--- src/rtl/sbt_defines.vh ---
// Constants and register map of the sixteen-bit timer core
// Functional notes
// - Counter, period, compares and staging are 16-bit
// - Count_zero_point is zero, ceiling is sequence top
// - Transfer at count_zero_point/ceiling unless hold bit set
// - Count one per prescaled tick, chosen direction
// - Up at ceiling wraps to zero next tick
// - Down at count_zero_point reloads cycle length
// - Counter write immediate, beats count/clear/reload
// - Direction writable while running
// - Enable starts counting at prescaler rate
// - Event select counts events instead of ticks
// - Period and compares have staging plus valid
// - Valid set on staging write, cleared on transfer
// - Working and staging compares both writable
// - Direct period write immediate, may wrap at max
// - Staged period loads only at transfer
// - Staged compares load only at transfer
// - Compare match sets channel flag next cycle
// - Waveform drives pin only when mode, no events, enabled
// - Frequency mode period from compare zero
// - Frequency mode toggles output on each match
// - Compare zero of zero gives half clock
// - Split mode: two 8-bit counters
// - Events may set direction or restart counter; no ticks reach the counter under either action
`ifndef SBT_DEFINES_VH
`define SBT_DEFINES_VH
`define SBT_A_CONTROL_REG_A    5'h00
`define SBT_A_CONTROL_REG_B    5'h01
`define SBT_A_CTRLD    5'h02
`define SBT_A_CONTROL_REG_E    5'h03
`define SBT_A_CONTROL_REG_F    5'h04
`define SBT_A_EVENT_CONTROL_REG   5'h05
`define SBT_A_FLAGS    5'h06
`define SBT_A_CNT      5'h07
`define SBT_A_PER      5'h08
`define SBT_A_MATCH_VALUE_ZERO     5'h09
`define SBT_A_CMP1     5'h0a
`define SBT_A_CMP2     5'h0b
`define SBT_A_CYCLE_LENGTH_STAGING   5'h0c
`define SBT_A_CMPBUF0  5'h0d
`define SBT_A_CMPBUF1  5'h0e
`define SBT_A_CMPBUF2  5'h0f
// Control A: bit0 enable, bits3:1 prescale select
`define SBT_CA_EN      0
`define SBT_CA_PS_LO   1
// Control B: bits1:0 waveform select, bits6:4 channel output enables
`define SBT_CB_CEN_LO  4
`define SBT_WG_NORMAL  2'h0
`define SBT_WG_FRQ     2'h1
`define SBT_WG_SS      2'h2
`define SBT_WG_DS      2'h3
// Control D: bit0 split
`define SBT_CD_SPLIT   0
// Control E: bit0 direction (1 = down), bit1 hold transfer
`define SBT_CE_DIR     0
`define SBT_CE_HOLD    1
// Event control: bit0 count events, bits2:1 action
`define SBT_EV_CNT     0
`define SBT_EA_COUNT   2'h0
`define SBT_EA_DIR     2'h1
`define SBT_EA_RESTART 2'h2
// Flags: bit0 overflow, bits3:1 compare matches, bit4 high underflow
`define SBT_FL_OVF     0
`define SBT_FL_HUNF    4
`define SBT_PER_RST    16'hffff
`endif

--- src/rtl/sbt_timer.v ---
// Sixteen-bit timer core with double buffering and waveform outputs
//
// Added by the designer: strobed register access and the placing of the registers.
`include "sbt_defines.vh"
module sbt_timer #(
  parameter W = 16
) (
  input  wire          CLOCK,
  input  wire          RST_N,
  input  wire [4:0]    ADDR,
  input  wire [15:0]   WDATA,
  input  wire          WR,
  input  wire          RD,
  output reg  [15:0]   RDATA,
  input  wire          EVENT_IN,
  output wire [2:0]    WAVE_OUT,
  output wire [2:0]    WAVE_OE
);
  reg  [3:0]   control_reg_a_q;
  reg  [6:0]   control_reg_b_q;
  reg          split_q;
  reg  [1:0]   control_reg_e_q;
  reg  [2:0]   event_control_reg_q;
  reg  [4:0]   flags_q;
  reg  [W-1:0] cnt_q;
  reg  [W-1:0] per_q;
  reg  [W-1:0] cycle_length_staging_q;
  reg          cycle_staging_valid_q;
  reg  [W-1:0] cmp_q [0:2];
  reg  [W-1:0] cmpbuf_q [0:2];
  reg  [2:0]   cmpbv_q;
  reg  [2:0]   wo_q;
  reg  [9:0]   pre_q;
  reg  [2:0]   ev_sync_q;
  reg          ev_seen_q;

  wire       en     = control_reg_a_q[`SBT_CA_EN];
  wire [2:0] ps     = control_reg_a_q[`SBT_CA_PS_LO+2:`SBT_CA_PS_LO];
  wire [1:0] wg     = control_reg_b_q[1:0];
  wire       ev_cnt = event_control_reg_q[`SBT_EV_CNT];
  wire [1:0] ev_act = event_control_reg_q[2:1];
  wire       down   = control_reg_e_q[`SBT_CE_DIR];
  wire       hold   = control_reg_e_q[`SBT_CE_HOLD];

  // Event pin from another domain: three stages, edge once last two agree
  wire ev_level = ev_sync_q[1] & ev_sync_q[2];
  wire ev_rise  = ev_level & ~ev_seen_q;

  // Prescaler taps 1,2,4,8,16,64,256,1024
  reg  [9:0] pre_mask;
  always @* begin
    case (ps)
      3'h0:    pre_mask = 10'h000;
      3'h1:    pre_mask = 10'h001;
      3'h2:    pre_mask = 10'h003;
      3'h3:    pre_mask = 10'h007;
      3'h4:    pre_mask = 10'h00f;
      3'h5:    pre_mask = 10'h03f;
      3'h6:    pre_mask = 10'h0ff;
      default: pre_mask = 10'h3ff;
    endcase
  end
  wire clk_tick = en & ((pre_q & pre_mask) == pre_mask);
  // Event counting replaces the clock tick
  wire tick = en & (ev_cnt ? (ev_act == `SBT_EA_COUNT) & ev_rise : clk_tick);

  // Direction may come from the event level
  wire eff_down = (ev_cnt && ev_act == `SBT_EA_DIR) ? ev_level : down;
  wire restart  = en & ev_cnt & (ev_act == `SBT_EA_RESTART) & ev_rise;

  // Split halves: low byte and high byte each count down independently
  wire [7:0] lcnt = cnt_q[7:0];
  wire [7:0] hcnt = cnt_q[15:8];

  // Ceiling comes from compare zero in frequency mode
  wire [W-1:0] top    = (wg == `SBT_WG_FRQ) ? cmp_q[0] : per_q;
  wire         at_top = (cnt_q == top);
  wire         at_bot = (cnt_q == {W{1'b0}});
  wire         ds     = (wg == `SBT_WG_DS);
  reg          ds_down_q;
  wire         cur_down = ds ? ds_down_q : eff_down;

  // Transfer point: count_zero_point for dual slope, otherwise the wrap or reload point
  wire wrap   = tick & ~split_q & ~ds & ~cur_down & at_top;
  wire reload = tick & ~split_q & ~ds & cur_down & at_bot;
  wire ds_bot = tick & ~split_q & ds & ds_down_q & (cnt_q == {{W-1{1'b0}}, 1'b1});
  wire upd    = (wrap | reload | ds_bot) & ~hold;

  wire wr_cnt  = WR & (ADDR == `SBT_A_CNT);
  wire wr_per  = WR & (ADDR == `SBT_A_PER);
  wire wr_pbuf = WR & (ADDR == `SBT_A_CYCLE_LENGTH_STAGING);

  reg [W-1:0] cnt_d;
  always @* begin
    cnt_d = cnt_q;
    if (restart) begin
      cnt_d = {W{1'b0}};
    end else if (tick && split_q) begin
      cnt_d[7:0]  = (lcnt == 8'h00) ? per_q[7:0] : lcnt - 8'h01;
      cnt_d[15:8] = (hcnt == 8'h00) ? per_q[15:8] : hcnt - 8'h01;
    end else if (tick && ds) begin
      cnt_d = ds_down_q ? cnt_q - {{W-1{1'b0}}, 1'b1} : cnt_q + {{W-1{1'b0}}, 1'b1};
    end else if (wrap) begin
      cnt_d = {W{1'b0}};
    end else if (reload) begin
      cnt_d = top;
    end else if (tick) begin
      cnt_d = cur_down ? cnt_q - {{W-1{1'b0}}, 1'b1} : cnt_q + {{W-1{1'b0}}, 1'b1};
    end
    if (wr_cnt) begin
      cnt_d = WDATA;
    end
  end

  // Match per channel; flag rises the cycle after equality
  wire [2:0] match;
  genvar g;
  generate
    for (g = 0; g < 3; g = g + 1) begin : g_ch
      assign match[g] = en & ~split_q & (cnt_q == cmp_q[g]);
      wire wr_cmp  = WR & (ADDR == `SBT_A_MATCH_VALUE_ZERO + g);
      wire wr_cbuf = WR & (ADDR == `SBT_A_CMPBUF0 + g);
      always @(posedge CLOCK or negedge RST_N) begin
        if (!RST_N) begin
          cmp_q[g]    <= {W{1'b0}};
          cmpbuf_q[g] <= {W{1'b0}};
          cmpbv_q[g]  <= 1'b0;
          wo_q[g]     <= 1'b0;
        end else begin
          if (wr_cmp) begin
            cmp_q[g] <= WDATA;
          end else if (upd && cmpbv_q[g]) begin
            cmp_q[g] <= cmpbuf_q[g];
          end
          if (wr_cbuf) begin
            cmpbuf_q[g] <= WDATA;
          end
          // Staging write wins over a same-cycle transfer
          if (wr_cbuf) begin
            cmpbv_q[g] <= 1'b1;
          end else if (upd) begin
            cmpbv_q[g] <= 1'b0;
          end
          // Only frequency, single-slope and dual-slope PWM shapes are modelled
          if (restart) begin
            wo_q[g] <= 1'b0;
          end else if (wg == `SBT_WG_FRQ) begin
            if (match[g] && tick) begin
              wo_q[g] <= ~wo_q[g];
            end
          end else if (wg != `SBT_WG_NORMAL) begin
            if (tick && (ds ? (cnt_q == {W{1'b0}}) : (wrap | reload))) begin
              wo_q[g] <= 1'b1;
            end else if (tick && match[g]) begin
              wo_q[g] <= ds ? ds_down_q : 1'b0;
            end
          end
        end
      end
      // Pin override needs a mode, clock counting and channel enable
      assign WAVE_OE[g]  = (wg != `SBT_WG_NORMAL) & ~ev_cnt & control_reg_b_q[`SBT_CB_CEN_LO+g];
      assign WAVE_OUT[g] = wo_q[g] & WAVE_OE[g];
    end
  endgenerate

  always @(posedge CLOCK or negedge RST_N) begin
    if (!RST_N) begin
      control_reg_a_q   <= 4'h0;
      control_reg_b_q   <= 7'h00;
      split_q   <= 1'b0;
      control_reg_e_q   <= 2'h0;
      event_control_reg_q  <= 3'h0;
      flags_q   <= 5'h00;
      cnt_q     <= {W{1'b0}};
      per_q     <= `SBT_PER_RST;
      cycle_length_staging_q  <= `SBT_PER_RST;
      cycle_staging_valid_q   <= 1'b0;
      pre_q     <= 10'h000;
      ev_sync_q <= 3'h0;
      ev_seen_q <= 1'b0;
      ds_down_q <= 1'b0;
      RDATA     <= 16'h0000;
    end else begin
      ev_sync_q <= {ev_sync_q[1:0], EVENT_IN};
      ev_seen_q <= ev_level;
      pre_q     <= en ? pre_q + 10'h001 : 10'h000;
      cnt_q     <= cnt_d;
      if (restart) begin
        ds_down_q <= 1'b0;
      end else if (tick && ds && !ds_down_q && at_top) begin
        ds_down_q <= 1'b1;
      end else if (ds_bot) begin
        ds_down_q <= 1'b0;
      end
      if (WR) begin
        case (ADDR)
          `SBT_A_CONTROL_REG_A:  control_reg_a_q  <= WDATA[3:0];
          `SBT_A_CONTROL_REG_B:  control_reg_b_q  <= WDATA[6:0];
          `SBT_A_CTRLD:  split_q  <= WDATA[`SBT_CD_SPLIT];
          `SBT_A_CONTROL_REG_E:  control_reg_e_q  <= WDATA[1:0];
          `SBT_A_EVENT_CONTROL_REG: event_control_reg_q <= WDATA[2:0];
          default: ;
        endcase
      end
      if (wr_per) begin
        per_q <= WDATA;
      end else if (upd && cycle_staging_valid_q) begin
        per_q <= cycle_length_staging_q;
      end
      if (wr_pbuf) begin
        cycle_length_staging_q <= WDATA;
      end
      if (wr_pbuf) begin
        cycle_staging_valid_q <= 1'b1;
      end else if (upd) begin
        cycle_staging_valid_q <= 1'b0;
      end
      // Flags: a hardware set beats a same-cycle write-one clear
      flags_q <= (flags_q & ~((WR && ADDR == `SBT_A_FLAGS) ? WDATA[4:0] : 5'h00))
               | {tick & split_q & (hcnt == 8'h00),
                  match,
                  wrap | reload | ds_bot | (tick & split_q & (lcnt == 8'h00))};
      RDATA <= 16'h0000;
      if (RD) begin
        case (ADDR)
          `SBT_A_CONTROL_REG_A:   RDATA <= {12'h000, control_reg_a_q};
          `SBT_A_CONTROL_REG_B:   RDATA <= {9'h000, control_reg_b_q};
          `SBT_A_CTRLD:   RDATA <= {15'h0000, split_q};
          `SBT_A_CONTROL_REG_E:   RDATA <= {14'h0000, control_reg_e_q};
          `SBT_A_CONTROL_REG_F:   RDATA <= {12'h000, cmpbv_q, cycle_staging_valid_q};
          `SBT_A_EVENT_CONTROL_REG:  RDATA <= {13'h0000, event_control_reg_q};
          `SBT_A_FLAGS:   RDATA <= {11'h000, flags_q};
          `SBT_A_CNT:     RDATA <= cnt_q;
          `SBT_A_PER:     RDATA <= per_q;
          `SBT_A_MATCH_VALUE_ZERO:    RDATA <= cmp_q[0];
          `SBT_A_CMP1:    RDATA <= cmp_q[1];
          `SBT_A_CMP2:    RDATA <= cmp_q[2];
          `SBT_A_CYCLE_LENGTH_STAGING:  RDATA <= cycle_length_staging_q;
          `SBT_A_CMPBUF0: RDATA <= cmpbuf_q[0];
          `SBT_A_CMPBUF1: RDATA <= cmpbuf_q[1];
          `SBT_A_CMPBUF2: RDATA <= cmpbuf_q[2];
          default:        RDATA <= 16'h0000;
        endcase
      end
    end
  end
endmodule // sbt_timer

--- config.mk ---
export PLATFORM = sky130hd
export DESIGN_NAME = sbt_timer
export DESIGN_NICKNAME = d
export VERILOG_FILES = /design/src/rtl/sbt_timer.v
export VERILOG_INCLUDE_DIRS = /design/src /design/src/rtl
export SDC_FILE = /design/constraint.sdc
export NUM_CORES = 1
export LEC_CHECK = 0
export ABC_CLOCK_PERIOD_IN_PS = 3800
export BUFFER_PORTS_ARGS = -buffer_cell sky130_fd_sc_hd__buf_2
export CORE_MARGIN = 10
export CORE_UTILIZATION = 65
export CTS_BUF_LIST = sky130_fd_sc_hd__clkbuf_2 sky130_fd_sc_hd__clkbuf_4 sky130_fd_sc_hd__clkbuf_8
export CTS_CLUSTER_DIAMETER = 80
export DETAILED_ROUTE_END_ITERATION = 8
export MAX_ROUTING_LAYER = met4
export PLACE_DENSITY = 0.84
export SLEW_MARGIN = 0
export SYNTH_ARGS = -nofsm -noshare
export SYNTH_HDL_FRONTEND = slang
export SYNTH_SLANG_ARGS = --single-unit
--- constraint.sdc ---
create_clock -name CLOCK -period 3.8 [get_ports CLOCK]
set_input_delay 0.57 -clock CLOCK [delete_from_list [all_inputs] [get_ports CLOCK]]
set_output_delay 0.57 -clock CLOCK [all_outputs]
set_load 0.02 [all_outputs]
==> qor.txt, run 1 <==
drt via density -> 7.226
Hold Path Class -> input pin to register
library cells used by synthesis -> 60
Antenna diodes -> 0
die area -> 0.02539 mm^2
first-pass GRT wire length -> 70010 um
Remaining DRCs -> 0
Final min period -> 3.613 ns
Slew Viols, Final -> 0
crit path capture type -> register
CTS tree -> done
Synth Instances -> 1411
Worst-path clk slew -> 0.06 ns
worst-margin pin slew -> 1.302 ns
FMAX -> 276.8 MHz
CTS buffer count -> 36
vias in the first global route -> 12070
PwrDens -> 597.4 mW/mm^2
Routed WL -> 44600 um
WP data arrival -> 4.08 ns
FF-to-FF Start -> control_reg_b_q[1]$_DFFE_PN0P_
commonest non-fill, non-tap cells in the layout -> dfrtp_1, o21ai_0, nor2_1, nand2_1, a31oi_1
leading cell type in the layout, fill and taps excluded -> dfrtp_1
Final #Nets -> 1462
gp weighted congestion -> 1.072
post-route ant nets -> 0
Final period util -> 0.9507
Post-CTS Setup Bufs -> 0
initial antenna violation count -> 0
Core ar. -> 0.01889 mm^2
Setup TNS -> 0 ns
DP HPWL -> 29880 um
number of flops mapped to enable cells by yosys -> 0
# hold bufs at CTS -> 0
GRT Overall Usage -> 0.3487
worst path required time -> 4.26 ns
#FFs+latches synth -> 204
Crit Reg-Reg Endpoint -> cmp_q[29]$_DFFE_PN0P_
Final Hold Fails -> 0
leakage -> 5.782 nW
Avg Inst Size Synth -> 8.944 um^2
final setup vio count -> 0
non-filler cells in the finished layout -> 1716
unrepaired setup endpoints after global routing -> false
wire per inst -> 25.99 um
most used flip-flop cell after synthesis -> dfrtp_1
max-cap violations -> 0
worst skew pair latency -> 0.57 ns
placed instance count -> 1651
Min-Delay Endpoint -> ev_sync_q[0]$_DFF_PN0_
CP Class -> register to register
row count -> 50
drt pass-1 iters -> 7
largest net degree at the start of global routing -> 111
clock sink count -> 204
Yosys Warn Count -> 0
Post-synth ARST share -> 1.000
R2R cell count -> 9
R2R Setup Slk -> 0.19 ns
Die X-Extent -> 159.3 um
Clock Path Buffers -> 3
Buffers on Ports -> 47
Worst Min Path Start -> EVENT_IN
CTS root buffer -> clkbuf_8
area added between synthesis and finish -> 10.61%
Max Clock Skew -> 0.04740 ns
share of layout cells above drive strength 1 -> 0.2040
Synth Cell Area -> 0.01262 mm^2
Fin Hold WS -> 0.1271 ns
Slew headroom -> 0.1288
Worst setup SP type -> register
worst setup margin -> 0.1874 ns
Initial Util -> 0.6679
I/O pin cnt -> 48
Die Y -> 159.3 um
Iteration-0 DRC Markers -> 2021
Seq/Total Area, Yosys -> 0.4077
worst hold stages -> 1
post-place setup slack -> 0.4514 ns
CP Max Fanout -> 64
H-tree levels -> 2
peak supply drop -> 0.5265 mV
synthesized net count -> 1444
# resized after CTS -> 0
status -> complete, no violations
total grt overflow -> 0
Via Count -> 12400
==> Yosys cell counts (7+ instances only) <==
| cell | number | area [um^2] |
|---|---|---|
| a21oi_1 | 39 | 195.2 |
| a22o_1 | 14 | 122.6 |
| dfrtp_1 | 172 | 4304 |
| dfstp_2 | 32 | 840.8 |
| buf_1 | 20 | 75.07 |
| nor3_1 | 20 | 100.1 |
| nand3_1 | 88 | 440.4 |
| mux2i_1 | 32 | 320.3 |
| a221oi_1 | 23 | 201.4 |
| a21o_1 | 9 | 67.56 |
| nor2_1 | 117 | 439.2 |
| xnor2_1 | 46 | 402.9 |
| and2_1 | 15 | 93.84 |
| a222oi_1 | 8 | 80.08 |
| xor2_1 | 39 | 341.6 |
| nand4_1 | 13 | 81.33 |
| a22oi_1 | 38 | 285.3 |
| a31oi_1 | 91 | 569.3 |
| nand2b_1 | 26 | 162.7 |
| nor2b_1 | 11 | 68.82 |
| clkbuf_1 | 84 | 315.3 |
| or3_1 | 12 | 75.07 |
| nor4_1 | 12 | 75.07 |
| and3_1 | 10 | 62.56 |
| inv_1 | 24 | 90.09 |
| mux2_2 | 85 | 957.2 |
| ha_1 | 7 | 87.58 |
| o21ai_0 | 125 | 625.6 |
| a211oi_1 | 7 | 52.55 |
| buf_2 | 15 | 75.07 |
| nand2_1 | 106 | 397.9 |
| o211ai_1 | 7 | 52.55 |
==> critical path, cell delays in order (launching register included) <==
cell and delay (ns):
dfrtp_1 0.62, nand2b_1 0.82, a21oi_1 0.24, a2111o_1 0.48
nor3_1 0.20, buf_4 0.19, a211o_2 0.17, buf_12 0.30
nand3_1 0.15, a31oi_1 0.30
==> flip-flops by register name, summed over array words and instances, names as in the netlist, 2 cells and up <==
| register | cells |
|---|---|
| RDATA | 16 |
| cmp_q | 48 |
| cmpbuf_q | 48 |
| cmpbv_q | 3 |
| cnt_q | 16 |
| control_reg_a_q | 4 |
| control_reg_b_q | 7 |
| control_reg_e_q | 2 |
| cycle_length_staging_q | 16 |
| ev_sync_q | 3 |
| event_control_reg_q | 3 |
| flags_q | 5 |
| per_q | 16 |
| pre_q | 10 |
| wo_q | 3 |
==> logic make-up after synthesis <==
kind of cell / after synthesis / synth area share
and+or+nand+nor: 457 / 0.1773
AOI/OAI and AO/OA: 396 / 0.2021
DFF: 204 / 0.4077
buffers and inverters: 145 / 0.04581
muxes: 117 / 0.1012
xor gates and xnor gates: 85 / 0.05899
adders and majority gates: 7 / 0.006940
==> stage by stage <==
step / util / power (W) / area [um^2]
3_3_place_gp: 0.6981 / 0.005920 / 13190
3_5_place_dp: 0.6981 / 0.005983 / 13190
6_report: 0.7388 / 0.008339 / 13960
5_1_grt: 0.7388 / 0.008657 / 13960
4_1_cts: 0.7388 / 0.008169 / 13960
2_1_floorplan: - / 0.004965 / 12620
==> report_power, final <==
part	switching, W	leakage [nW]	internal (W)
registers	0.000563	2.40	0.00262
clock network	0.000948	0.413	0.00124
logic	0.00182	2.96	0.00115
==> worst max path at each step <==
| stage | start | end | slack (ns) | cells after the start |
|---|---|---|---|---|
| after floorplan | cnt_q[8]$_DFFE_PN0P_ | wo_q[0]$_DFFE_PN0P_ | 0.42 | 12 |
| after global placement | control_reg_b_q[1]$_DFFE_PN0P_ | cnt_q[7]$_DFFE_PN0P_ | 0.54 | 8 |
| after detailed placement | control_reg_b_q[1]$_DFFE_PN0P_ | cmp_q[29]$_DFFE_PN0P_ | 0.45 | 9 |
| after CTS | control_reg_b_q[1]$_DFFE_PN0P_ | cmp_q[29]$_DFFE_PN0P_ | 0.37 | 9 |
| after global routing | control_reg_b_q[1]$_DFFE_PN0P_ | cmp_q[2]$_DFFE_PN0P_ | 0.1 | 9 |
| final | control_reg_b_q[1]$_DFFE_PN0P_ | cmp_q[29]$_DFFE_PN0P_ | 0.19 | 9 |
==> metal layers <==
layer  share of wire  GRT usage  vias to the layer above
met1            0.36     0.4422                     5846
met3            0.15    0.09527                      204
met4           0.049     0.1491                        0
met2            0.44     0.5162                     1128
li1                -          -                     5221
met5               0          -                        -
==> cell type report <==
class	count	area [um^2]
multi-input combinational	1062	6929
sequential	204	5145
fill	1405	4935
clock buffer	60	700.7
timing repair buffer	101	699.4
tap	260	325.3
inverter	24	90.09
clock inverter	5	68.82
(Power assumes the default switching activity.)
==> inputs of run 2 (changes only) <==
Settings changed: CORE_UTILIZATION 65 to 30, CTS_BUF_LIST sky130_fd_sc_hd__clkbuf_2 sky130_fd_sc_hd__clkbuf_4 sky130_fd_sc_hd__clkbuf_8 to sky130_fd_sc_hd__clkbuf_16, PLACE_DENSITY 0.84 to 0.46.
==> run 2 against run 1 <==
- cell count is 16% higher
- count of clock-buffer cells in the layout is 31 lower
- flip-flop and latch count stayed put
- clock skew is 0.031 ns lower
- global-route usage is 14 points lower
- critical endpoint is now per_q[11]$_DFFE_PN1P_
==> qor.txt, run 2 (synthesis results as in run 1) <==
initial antenna violation count -> 1
crit path max-delay cell type -> dfrtp_1
clock sink count -> 204
die area -> 0.05067 mm^2
share of layout cells above drive strength 1 -> 0.1988
leading cell type in the layout, fill and taps excluded -> dfrtp_1
Crit. Startpoint -> control_reg_b_q[0]$_DFFE_PN0P_
Worst-path clk slew -> 0.06 ns
DP HPWL -> 36370 um
GRT Overall Usage -> 0.2040
post-place setup slack -> 0.3977 ns
PwrDens -> 616.2 mW/mm^2
max-cap violations -> 0
Cell Chain, Critical Path -> nor2b_2 > mux2i_1 > xnor2_1 > a2111o_1 > nor3_1 > buf_4 > a211o_2 > buf_12 > nand3_1 > a31oi_1
worst skew pair latency -> 0.56 ns
critical path's largest stage delay -> 0.55 ns
Worst Min Path Start -> EVENT_IN
final setup vio count -> 0
drt pass-1 iters -> 5
largest net degree at the start of global routing -> 74
first-pass GRT wire length -> 77190 um
peak supply drop -> 0.3009 mV
Die X-Extent -> 225.1 um
Hold Path Class -> input pin to register
Buffers on Ports -> 47
I/O pin cnt -> 48
status -> complete, no violations
WP data arrival -> 3.98 ns
area added between synthesis and finish -> 15.88%
CP Class -> register to register
unrepaired setup endpoints after global routing -> false
worst path required time -> 4.26 ns
Remaining DRCs -> 0
Max Clock Skew -> 0.01646 ns
busiest grt layer -> met2
worst-margin pin slew -> 1.339 ns
Routed WL -> 51400 um
Iteration-0 DRC Markers -> 1445
gp weighted congestion -> 0.9456
FMAX -> 283.8 MHz
Final min period -> 3.524 ns
crit-path leading delay family -> simple AND/OR/NAND/NOR gates
row count -> 75
drt via density -> 5.917
met3 Use GR -> 0.02134
CP Max Fanout -> 64
Clock Path Buffers -> 3
Setup TNS -> 0 ns
worst setup margin -> 0.2763 ns
non-filler cells in the finished layout -> 1998
Die Y -> 225.1 um
vias in the first global route -> 11560
leakage -> 5.932 nW
CTS root buffer -> clkbuf_16
crit path capture type -> register
routing usage on met1 -> 0.2768
Final #Nets -> 1470
H-tree levels -> 1
Core ar. -> 0.04176 mm^2
CP bufs+invs -> 2
Initial Util -> 0.3022
commonest non-fill, non-tap cells in the layout -> dfrtp_1, o21ai_0, nor2_1, nand2_1, a31oi_1
M2 GR Usage -> 0.3164
Slew Viols, Final -> 0
Via Count -> 11820
R2R Setup Slk -> 0.28 ns
Final Hold Fails -> 0
Post-CTS Setup Bufs -> 0
CTS buffer count -> 28
post-route ant nets -> 0
total grt overflow -> 0
post-route core utilization -> 0.3502
placed instance count -> 1945
wire per inst -> 25.73 um
CTS tree -> done
Final period util -> 0.9273
FF-to-FF Start -> control_reg_b_q[0]$_DFFE_PN0P_
Worst setup SP type -> register
Antenna diodes -> 0
Slew headroom -> 0.1054
top flop regs -> cmp_q (48), cmpbuf_q (48)
run 2: cell count changes in the layout (fill, tap and decap cells not counted), moves of 2 or more:
cell | previous run | this run
inv_8 | 0 | 2
inv_1 | 24 | 27
clkbuf_16 | 0 | 29
buf_4 | 50 | 66
clkinv_2 | 1 | 5
clkbuf_4 | 20 | 0
clkinv_1 | 0 | 6
clkbuf_8 | 41 | 0
bufinv_16 | 1 | 5
run 2: final timing paths:
| kind | endpoint | cells after the start |
|---|---|---|
| max | per_q[11]$_DFFE_PN1P_ | 10 |
| min | ev_sync_q[0]$_DFF_PN0_ | 1 |
| max reg2reg | per_q[11]$_DFFE_PN1P_ | 10 |
| min reg2reg | ev_sync_q[1]$_DFF_PN0_ | 0 |
| max in group asynchronous | cmp_q[20]$_DFFE_PN0P_ | 3 |
| min in group asynchronous | ev_sync_q[0]$_DFF_PN0_ | 2 |
run 2: stage by stage:
step	hold slack, ns	instance area (um^2)	total power [W]
floorplan	0.2744	12620	0.004965
global placement	0.3453	13640	0.006161
CTS	0.09090	14620	0.009002
finish	0.1105	14620	0.009012
detailed placement	0.3502	13640	0.006165
global route	0.1028	14620	0.009439
run 2: what timing repair did:
action                    4_1_cts  5_1_grt
resized for setup               0        0
hold buffers                    1        0
hold endpoints to repair       26        0
run 2: metal layers:
layer  vias up  share of wire
met5         -              0
met4         0          0.024
met3        92          0.062
met2       487           0.46
met1      6011           0.45
li1       5233              -
run 2: layout make-up:
type / instances / area (um^2)
fill: 4259 / 27130
sequential: 204 / 5145
multi-input combinational: 1062 / 6929
clock buffer: 29 / 725.7
timing repair buffer: 117 / 810.8
clock inverter: 23 / 249.0
inverter: 24 / 90.09
tap: 539 / 674.4
run 2: where the power goes:
group          internal, W  leakage [nW]  switching [W]  total [W]
sequential         0.00262          2.40       0.000666    0.00329
combinational      0.00117          3.03        0.00176    0.00293
clock              0.00173         0.494        0.00107    0.00280
